`config.mk`:
```
export PLATFORM = sky130hd
export DESIGN_NAME = crce_engine
export DESIGN_NICKNAME = d
export VERILOG_FILES = /design/src/rtl/crce_pkg.sv /design/src/rtl/crce_engine.sv
export VERILOG_INCLUDE_DIRS = /design/src /design/src/rtl
export SDC_FILE = /design/constraint.sdc
export NUM_CORES = 1
export LEC_CHECK = 0
export ABC_AREA = 1
export BUFFER_PORTS_ARGS = -buffer_cell sky130_fd_sc_hd__buf_2
export CAP_MARGIN = 20
export CORE_MARGIN = 2
export CORE_UTILIZATION = 24
export CTS_CLUSTER_SIZE = 40
export DETAILED_ROUTE_END_ITERATION = 12
export PLACE_DENSITY = 0.34
export SETUP_SLACK_MARGIN = 0.15
export SLEW_MARGIN = 20
export SYNTH_ARGS = -nofsm -noshare
export SYNTH_HDL_FRONTEND = slang
export SYNTH_SLANG_ARGS = --single-unit
export TNS_END_PERCENT = 100
```
`constraint.sdc`:
```
create_clock -name i_clock -period 5.65 [get_ports i_clock]
set_input_delay 1.13 -clock i_clock [delete_from_list [all_inputs] [get_ports i_clock]]
set_output_delay 1.13 -clock i_clock [all_outputs]
set_load 0.02 [all_outputs]
```
`src/rtl/crce_params.svh`:
```
`ifndef CRCE_PARAMS_SVH
`define CRCE_PARAMS_SVH
`define CRCE_POLY_CCITT 32'h0000_1021
`define CRCE_POLY_CRC16 32'h0000_8005
`define CRCE_POLY_CRC32 32'h04C1_1DB7
`define CRCE_FIFO_DEPTH 8
`define CRCE_FIFO_AW 3
`define CRCE_WORD_W 32
`define CRCE_ENTRY_W 34
`define CRCE_SEED_RESET 32'h0000_0000
`define CRCE_SUM_RESET 32'h0000_0000
`define CRCE_BYTE_W 8
`define CRCE_SIZE_LSB 32
`define CRCE_SIZE_MSB 33
`define CRCE_LEFT_BYTE 2'h0
`define CRCE_LEFT_HALF 2'h1
`define CRCE_LEFT_WORD 2'h3
`define CRCE_LAST_BYTE 2'h0
`define CRCE_WIDE_MSB 31
`define CRCE_NARROW_MSB 15
`define CRCE_NARROW_W 16
`define CRCE_NARROW_MASK 32'h0000_FFFF
`define CRCE_WIDE_MASK 32'hFFFF_FFFF
`endif

```
`src/rtl/crce_pkg.sv`:
```
package crce_pkg;
  typedef enum logic [1:0] {
    CRCE_SEL_CCITT,
    CRCE_SEL_CRC16,
    CRCE_SEL_CRC32,
    CRCE_SEL_RSVD
  } crce_poly_type;
  typedef enum logic [1:0] {
    CRCE_SIZE_BYTE,
    CRCE_SIZE_HALF,
    CRCE_SIZE_WORD,
    CRCE_SIZE_RSVD
  } crce_size_type;
endpackage

```
`src/rtl/crce_engine.sv`:
```
// Overview of operation
// - Polynomial selectable: CCITT 16-bit, CRC-16 16-bit, or CRC-32 32-bit.
// - Separate bit-reverse and ones-complement options for input data and result.
// - Software loads a seed into the checksum register before a calculation.
// - Back-to-back writes from processor or DMA buffered; the writer stalls only when eight entries wait.
// - Writes of 8, 16 or 32 bits each feed the running checksum.
// - One byte per cycle: one, two or four cycles per write.
`include "crce_params.svh"

module crce_fifo #(
  parameter int WIDTH = `CRCE_ENTRY_W,
  parameter int DEPTH = `CRCE_FIFO_DEPTH,
  parameter int AW = `CRCE_FIFO_AW
) (
  // Clock and reset
  input wire logic i_clock,
  input wire logic i_srst,
  // Fill side
  input wire logic i_valid,
  output logic o_ready,
  input wire logic [WIDTH-1:0] i_data,
  // Drain side
  output logic o_valid,
  input wire logic i_ready,
  output logic [WIDTH-1:0] o_data
);
  // ==========================================
  // Storage
  logic [WIDTH-1:0] mem_reg [DEPTH];
  logic [AW-1:0] wr_reg;
  logic [AW-1:0] rd_reg;
  logic [AW:0] count_reg;
  wire push = i_valid && o_ready;
  wire pop = o_valid && i_ready;
  // Full still takes a word while the head leaves in the same cycle
  assign o_ready = (count_reg != (AW + 1)'(DEPTH)) || i_ready;
  assign o_valid = (count_reg != '0);
  assign o_data = mem_reg[rd_reg];
  always_ff @(posedge i_clock) begin
    if (push) begin
      mem_reg[wr_reg] <= i_data;
    end
  end

  // ==========================================
  // Pointers
  // Wrap compares keep depths that are not a power of two usable
  always_ff @(posedge i_clock) begin
    if (i_srst) begin
      wr_reg <= '0;
      rd_reg <= '0;
      count_reg <= '0;
    end else begin
      if (push) begin
        wr_reg <= (wr_reg == AW'(DEPTH - 1)) ? '0 : wr_reg + 1'b1;
      end
      if (pop) begin
        rd_reg <= (rd_reg == AW'(DEPTH - 1)) ? '0 : rd_reg + 1'b1;
      end
      count_reg <= count_reg + (AW + 1)'(push) - (AW + 1)'(pop);
    end
  end

  // ==========================================
  // Checks
  fifo_bound_a: assert property (@(posedge i_clock) disable iff (i_srst)
    count_reg <= (AW + 1)'(DEPTH))
    else $error("fifo count past depth");
  fifo_room_a: assert property (@(posedge i_clock) disable iff (i_srst)
    (count_reg < (AW + 1)'(DEPTH)) |-> o_ready)
    else $error("fifo refused with room");
  fifo_hold_a: assert property (@(posedge i_clock) disable iff (i_srst)
    (o_valid && !i_ready) |=> o_valid && $stable(o_data))
    else $error("fifo head lost");
endmodule

module crce_engine
  import crce_pkg::*;
(
  // Clock and reset
  input wire logic i_clock,
  input wire logic i_srst,
  // Configuration
  input wire crce_poly_type i_poly_sel,
  input wire logic i_data_reverse,
  input wire logic i_data_complement,
  input wire logic i_sum_reverse,
  input wire logic i_sum_complement,
  // Seed load
  input wire logic i_seed_load,
  input wire logic [31:0] i_seed,
  // Data write
  input wire logic i_wr_valid,
  output logic o_wr_ready,
  input wire crce_size_type i_wr_size,
  input wire logic [31:0] i_wr_data,
  // Result and status
  output logic [31:0] o_sum,
  output logic o_busy
);
  // ==========================================
  // Input buffer
  logic fifo_valid;
  logic fifo_ready;
  logic [`CRCE_ENTRY_W-1:0] fifo_data;
  // Back-pressure: writer stalls only when eight words wait
  crce_fifo #(
    .WIDTH(`CRCE_ENTRY_W),
    .DEPTH(`CRCE_FIFO_DEPTH),
    .AW(`CRCE_FIFO_AW)
  ) u_fifo (
    .i_clock(i_clock),
    .i_srst(i_srst),
    .i_valid(i_wr_valid),
    .o_ready(o_wr_ready),
    .i_data({i_wr_size, i_wr_data}),
    .o_valid(fifo_valid),
    .i_ready(fifo_ready),
    .o_data(fifo_data)
  );

  // ==========================================
  // Byte sequencer
  typedef enum logic {CRCE_IDLE, CRCE_RUN} crce_state_type;
  crce_state_type state_reg;
  crce_state_type state_next;
  logic [31:0] word_reg;
  logic [31:0] word_next;
  logic [1:0] left_reg;
  logic [1:0] left_next;
  logic [1:0] entry_left;
  logic [31:0] entry_word;
  crce_size_type entry_size;
  logic [7:0] cur_byte;
  logic byte_valid;

  // Bytes still to come after the first one; reserved code runs as a word
  function automatic logic [1:0] bytes_left(input crce_size_type code);
    unique case (code)
      CRCE_SIZE_BYTE: bytes_left = `CRCE_LEFT_BYTE;
      CRCE_SIZE_HALF: bytes_left = `CRCE_LEFT_HALF;
      default: bytes_left = `CRCE_LEFT_WORD;
    endcase
  endfunction

  assign entry_word = fifo_data[`CRCE_WORD_W-1:0];
  assign entry_size = crce_size_type'(fifo_data[`CRCE_SIZE_MSB:`CRCE_SIZE_LSB]);
  assign entry_left = bytes_left(entry_size);
  // Next entry pulled on the last byte, so writes run without gaps
  assign fifo_ready = (state_reg == CRCE_IDLE) || (left_reg == `CRCE_LAST_BYTE);
  assign byte_valid = (state_reg == CRCE_RUN);
  assign cur_byte = word_reg[`CRCE_BYTE_W-1:0];
  assign o_busy = (state_reg == CRCE_RUN) || fifo_valid;

  always_comb begin
    state_next = state_reg;
    word_next = word_reg;
    left_next = left_reg;
    unique case (state_reg)
      CRCE_IDLE: begin
        if (fifo_valid) begin
          state_next = CRCE_RUN;
          word_next = entry_word;
          left_next = entry_left;
        end
      end
      CRCE_RUN: begin
        if (left_reg != `CRCE_LAST_BYTE) begin
          word_next = word_reg >> `CRCE_BYTE_W;
          left_next = left_reg - 2'h1;
        end else if (fifo_valid) begin
          word_next = entry_word;
          left_next = entry_left;
        end else begin
          state_next = CRCE_IDLE;
        end
      end
    endcase
  end

  always_ff @(posedge i_clock) begin
    if (i_srst) begin
      state_reg <= CRCE_IDLE;
      word_reg <= '0;
      left_reg <= `CRCE_LAST_BYTE;
    end else begin
      state_reg <= state_next;
      word_reg <= word_next;
      left_reg <= left_next;
    end
  end

  // ==========================================
  // Checksum datapath
  function automatic logic [31:0] poly_of(input crce_poly_type sel);
    unique case (sel)
      CRCE_SEL_CCITT: poly_of = `CRCE_POLY_CCITT;
      CRCE_SEL_CRC16: poly_of = `CRCE_POLY_CRC16;
      default: poly_of = `CRCE_POLY_CRC32;
    endcase
  endfunction
  function automatic logic [31:0] rev32(input logic [31:0] v);
    for (int i = 0; i < 32; i++) begin
      rev32[i] = v[31-i];
    end
  endfunction

  logic [31:0] crc_reg;
  logic [31:0] crc_next;
  logic [7:0] in_byte;
  logic wide;
  logic [31:0] poly;
  assign wide = (i_poly_sel == CRCE_SEL_CRC32) || (i_poly_sel == CRCE_SEL_RSVD);
  assign poly = poly_of(i_poly_sel);
  logic [7:0] byte_rev;
  // Reversal per byte keeps the feed order intact
  for (genvar i = 0; i < `CRCE_BYTE_W; i++) begin : g_byte_rev
    assign byte_rev[i] = cur_byte[`CRCE_BYTE_W-1-i];
  end
  assign in_byte = (i_data_reverse ? byte_rev : cur_byte) ^ {`CRCE_BYTE_W{i_data_complement}};

  always_comb begin
    logic msb;
    msb = 1'b0;
    crc_next = crc_reg;
    for (int b = `CRCE_BYTE_W - 1; b >= 0; b--) begin
      msb = (wide ? crc_next[`CRCE_WIDE_MSB] : crc_next[`CRCE_NARROW_MSB]) ^ in_byte[b];
      crc_next = {crc_next[30:0], 1'b0} ^ (msb ? poly : 32'h0);
      if (!wide) begin
        crc_next = crc_next & `CRCE_NARROW_MASK;
      end
    end
  end

  always_ff @(posedge i_clock) begin
    if (i_srst) begin
      crc_reg <= `CRCE_SEED_RESET;
    end else if (i_seed_load) begin
      crc_reg <= i_seed;
    end else if (byte_valid) begin
      crc_reg <= crc_next;
    end
  end

  // Result shaping; narrow sums reverse within 16 bits
  logic [31:0] crc_flip;
  logic [31:0] sum_rev;
  logic [31:0] sum_mask;
  logic [31:0] sum_shaped;
  assign crc_flip = rev32(crc_reg);
  assign sum_rev = wide ? crc_flip : (crc_flip >> `CRCE_NARROW_W);
  assign sum_mask = (wide ? `CRCE_WIDE_MASK : `CRCE_NARROW_MASK) & {`CRCE_WORD_W{i_sum_complement}};
  assign sum_shaped = (i_sum_reverse ? sum_rev : crc_reg) ^ sum_mask;
  // Registered so the sum never glitches while bytes fold in
  always_ff @(posedge i_clock) begin
    if (i_srst) begin
      o_sum <= `CRCE_SUM_RESET;
    end else begin
      o_sum <= sum_shaped;
    end
  end

  // ==========================================
  // Checks
  seed_load_a: assert property (@(posedge i_clock) disable iff (i_srst)
    i_seed_load |=> crc_reg == $past(i_seed))
    else $error("seed not loaded");
  word_len_a: assert property (@(posedge i_clock) disable iff (i_srst)
    (fifo_ready && fifo_valid && entry_size == CRCE_SIZE_WORD)
    |=> byte_valid [*4])
    else $error("word not four cycles");
  half_len_a: assert property (@(posedge i_clock) disable iff (i_srst)
    (fifo_ready && fifo_valid && entry_size == CRCE_SIZE_HALF)
    |=> byte_valid ##1 fifo_ready)
    else $error("half not two cycles");
  byte_len_a: assert property (@(posedge i_clock) disable iff (i_srst)
    (fifo_ready && fifo_valid && entry_size == CRCE_SIZE_BYTE)
    |=> byte_valid && fifo_ready)
    else $error("byte not one cycle");
  byte_order_a: assert property (@(posedge i_clock) disable iff (i_srst)
    (fifo_ready && fifo_valid) |=> cur_byte == $past(fifo_data[7:0]))
    else $error("low byte not first");
  no_gap_a: assert property (@(posedge i_clock) disable iff (i_srst)
    (byte_valid && fifo_ready && fifo_valid) |=> byte_valid)
    else $error("gap between writes");
  crc_hold_a: assert property (@(posedge i_clock) disable iff (i_srst)
    (!byte_valid && !$past(i_seed_load) && $past(!byte_valid)) |-> $stable(crc_reg))
    else $error("crc moved while idle");
  sum_path_a: assert property (@(posedge i_clock) disable iff (i_srst)
    (!i_sum_reverse && i_sum_complement && wide) |=> o_sum == ~$past(crc_reg))
    else $error("sum complement wrong");
  narrow_a: assert property (@(posedge i_clock) disable iff (i_srst)
    (!wide && !i_seed_load && byte_valid) |=> crc_reg[31:16] == 16'h0000)
    else $error("narrow crc upper bits set");
  data_rev_a: assert property (@(posedge i_clock) disable iff (i_srst)
    (byte_valid && i_data_reverse && !i_data_complement) |-> in_byte[0] == cur_byte[7] && in_byte[7] == cur_byte[0])
    else $error("input byte not mirrored");
  sum_rev_a: assert property (@(posedge i_clock) disable iff (i_srst)
    (i_sum_reverse && !i_sum_complement && wide) |=> o_sum[0] == $past(crc_reg[`CRCE_WIDE_MSB]))
    else $error("sum reverse wrong");
  mid_word_a: assert property (@(posedge i_clock) disable iff (i_srst)
    (byte_valid && left_reg != `CRCE_LAST_BYTE) |-> !fifo_ready)
    else $error("entry pulled mid write");
  seq_load_a: assert property (@(posedge i_clock) disable iff (i_srst)
    (state_reg == CRCE_IDLE && fifo_valid) |=> byte_valid && word_reg == $past(entry_word))
    else $error("idle entry not taken");
endmodule

```
==> results.cfg <==
[pwr]
p_comb_share_pct = 37.2
p_int_mw = 6.20
seq_power_share_pct = 34.5
p_leak_nw = 7.44
peakVddDrop_v = 0.000220
power_frac_clock_pct = 28.3
switching_share_pct = 39.5
switchingPower_mw = 4.04
powerDensity_mw_per_mm2 = 503

[outcome]
status = complete, no violations

[cells_and_area]
largest_register_ffs = 272
multi_input_area_mm2 = 0.00603
layout.cells.most_common = edfxtp_1
layout-drive-gt1-share_pct = 15.0
finalNetCount = 1884
final-seq-area_mm2 = 0.0104
fill_cells = 7448
mostFrequentLayoutCells = edfxtp_1 (272), o21ai_0 (248), nand2_1 (210)
syn_to_final_growth_pct = 18.3

[setup_path]
worstPathMaxFanout = 16
crit_family = simple AND/OR/NAND/NOR gates
cp_common_cell = nand3_2
worst_ep_required_time_ns = 6.13
crit_arrival_ns = 5.39
crit_type = in2reg
max_stage_delay_ns = 0.26
slowest_stage = nand2_4
critPathCaptureType = flip-flop
critPathLaunchType = input pin
cp_num_buf_inv = 2

[die]
core_region_area_mm2 = 0.0712
start_util_pct = 24.2
ios = 110
die_area_mm2 = 0.0740
num_rows = 98
dieWidth_um = 272
die_h_um = 272

[run]
maxCapViolations = 0

[synthesis]
ys_seq_elements = 384
synth_area_leader_cell = edfxtp_1
syn_area_mm2 = 0.0172
synth-edff-count = 272
synthFlopType = edfxtp_1
syn-num-nets = 1795
syn_area_per_cell_um2 = 10.1
seq_area_frac_synth_pct = 60.4
ys_warn_count = 0
yosysUniqueCellTypes = 43
synth_area_leaders = edfxtp_1 (47%), dfxtp_1 (13%), o21ai_0 (7.2%)
async_flop_share_pct = 0
yosysTopAreaCellShare_pct = 47.4
postSynthCellCount = 1708

[grt]
grt_pass1_wl_um = 85200
grt_overflow = 0
grt_pass1_vias = 12700
grt_usage_pct = 15.5
grt_max_degree = 71
antenna_found_initial = 7

[placement]
port_buffers = 109
finalWeightedCongestion = 0.860
place_ws_ns = 0.0936
dp_hpwl_um = 37300

[cts]
numCtsBuffers = 47
hold_buffers = 0
insertion_delay_ns = 0.59
cts-root-buf = clkbuf_16
cts_resized = 0
cts_tree = yes
clock_sinks = 384
post_cts.repair.setup_buffers = 0
clock_path_buffers = 3
cts.htree.levels = 2
path_clk_slew_ns = 0.06

[sta]
setup_viol = 0
worst_pin_slew_ns = 1.06
hold_violations = 0
hold-worst-slack_ns = 0.490
tns_ns = 0
fmax_mhz = 204
slew_headroom_pct = 29.3
fin_skew_ns = 0.0284
rsz0062_at_grt = no
slew_violations = 0
min_period_ns = 4.90
setup_ws_ns = 0.747
fin_crit_sh_pct = 86.8

[hold_path]
hold_class = reg2reg

[detailed_routing]
vias = 12800
antenna_left = 0
drt-total-wl_um = 57800
drt_iter0_drc = 875
via_per_inst = 4.61
drtPass1Iterations = 7
drcViolationCount = 0
wl_per_cell_um = 20.8
through the flow:
stage               utilization [%]  total power, mW  instance area [um2]  cells
floorplan                         -             6.17                17200   1708
global placement               26.5             7.46                18900   2697
detailed placement             26.5             7.45                18900   2697
CTS                            28.6             10.4                20400   2783
global route                   28.6             11.0                20400   2785
finish                         28.6             10.2                20400   2785
power by group through the flow:
stage	Combinational (mW)	Sequential [mW]	Clock [mW]
global placement	3.86	3.60	0
detailed placement	3.84	3.60	0
CTS	3.86	3.55	3.00
finish	3.81	3.54	2.90
floorplan	2.67	3.50	0
global route	4.29	3.57	3.11
routing by layer:
| metal | vias up | GRT usage [%] | wire, um |
|---|---|---|---|
| met5 | - | 0 | 43 |
| met4 | 6 | 4.70 | 1600 |
| met3 | 90 | 2.57 | 2110 |
| met2 | 235 | 27.4 | 29000 |
| met1 | 6250 | 19.2 | 25100 |
| li1 | 6255 | - | - |
synth_stat cells (3+ instances only):
cell       instances
edfxtp_1         272
o21ai_0          248
nand2_1          211
nor2_1           173
dfxtp_1          112
inv_1            111
clkbuf_1          89
nand3_1           84
o22ai_1           76
a21oi_1           67
xor2_1            66
nand3_2           28
a311oi_1          24
nor3_1            24
xnor2_1           14
a31oi_1           13
o2111ai_1         12
ha_1              10
buf_1              8
nand2_4            6
o211ai_1           6
or2_2              6
a22oi_1            5
buf_6              4
inv_2              4
nand2_2            4
nand3b_1           4
buf_2              3
clkinv_1           3
nand4_1            3
o21ai_1            3
final timing paths:
check	startpoint	end	depth (start not counted)	slack [ns]
setup / recovery	i_poly_sel[1]	crc_reg[8]$_SDFFE_PP0P_	38	0.75
hold / removal	left_reg[1]$_SDFF_PP0_	left_reg[1]$_SDFF_PP0_	2	0.49
setup reg to reg	crc_reg[15]$_SDFFE_PP0P_	crc_reg[8]$_SDFFE_PP0P_	37	0.86
hold reg to reg	left_reg[1]$_SDFF_PP0_	left_reg[1]$_SDFF_PP0_	2	0.49
cell type report:
cell class	instances	share of cell area, %
Antenna cell	1	0.0123
Inverter	118	2.18
Multi-Input combinational cell	1101	29.6
Clock buffer	65	6.42
Timing Repair Buffer	145	4.10
Clock inverter	21	0.822
Tap cell	950	5.83
Sequential cell	384	51.1
cells by family (layout without fill, tap and decap cells):
kind of cell	after synthesis	in the layout	synth area share (%)
AO/OA/AOI/OAI	462	462	15.2
XOR/XNOR	80	80	4.06
adder cells (fa/ha/maj)	11	11	0.842
buffers and inverters	223	349	5.07
flip-flops	384	384	60.4
multiplexers	2	2	0.116
other	0	1	0
AND/OR/NAND/NOR	546	546	14.3
tightest hold or removal path, delay by kind of cell, from the launching register on:
kind | cells | cell delay (ns)
simple gates | 1 | 0.08
flops | 1 | 0.31
compound gates | 1 | 0.06
Note: power is estimated with default switching activity, not from simulation.
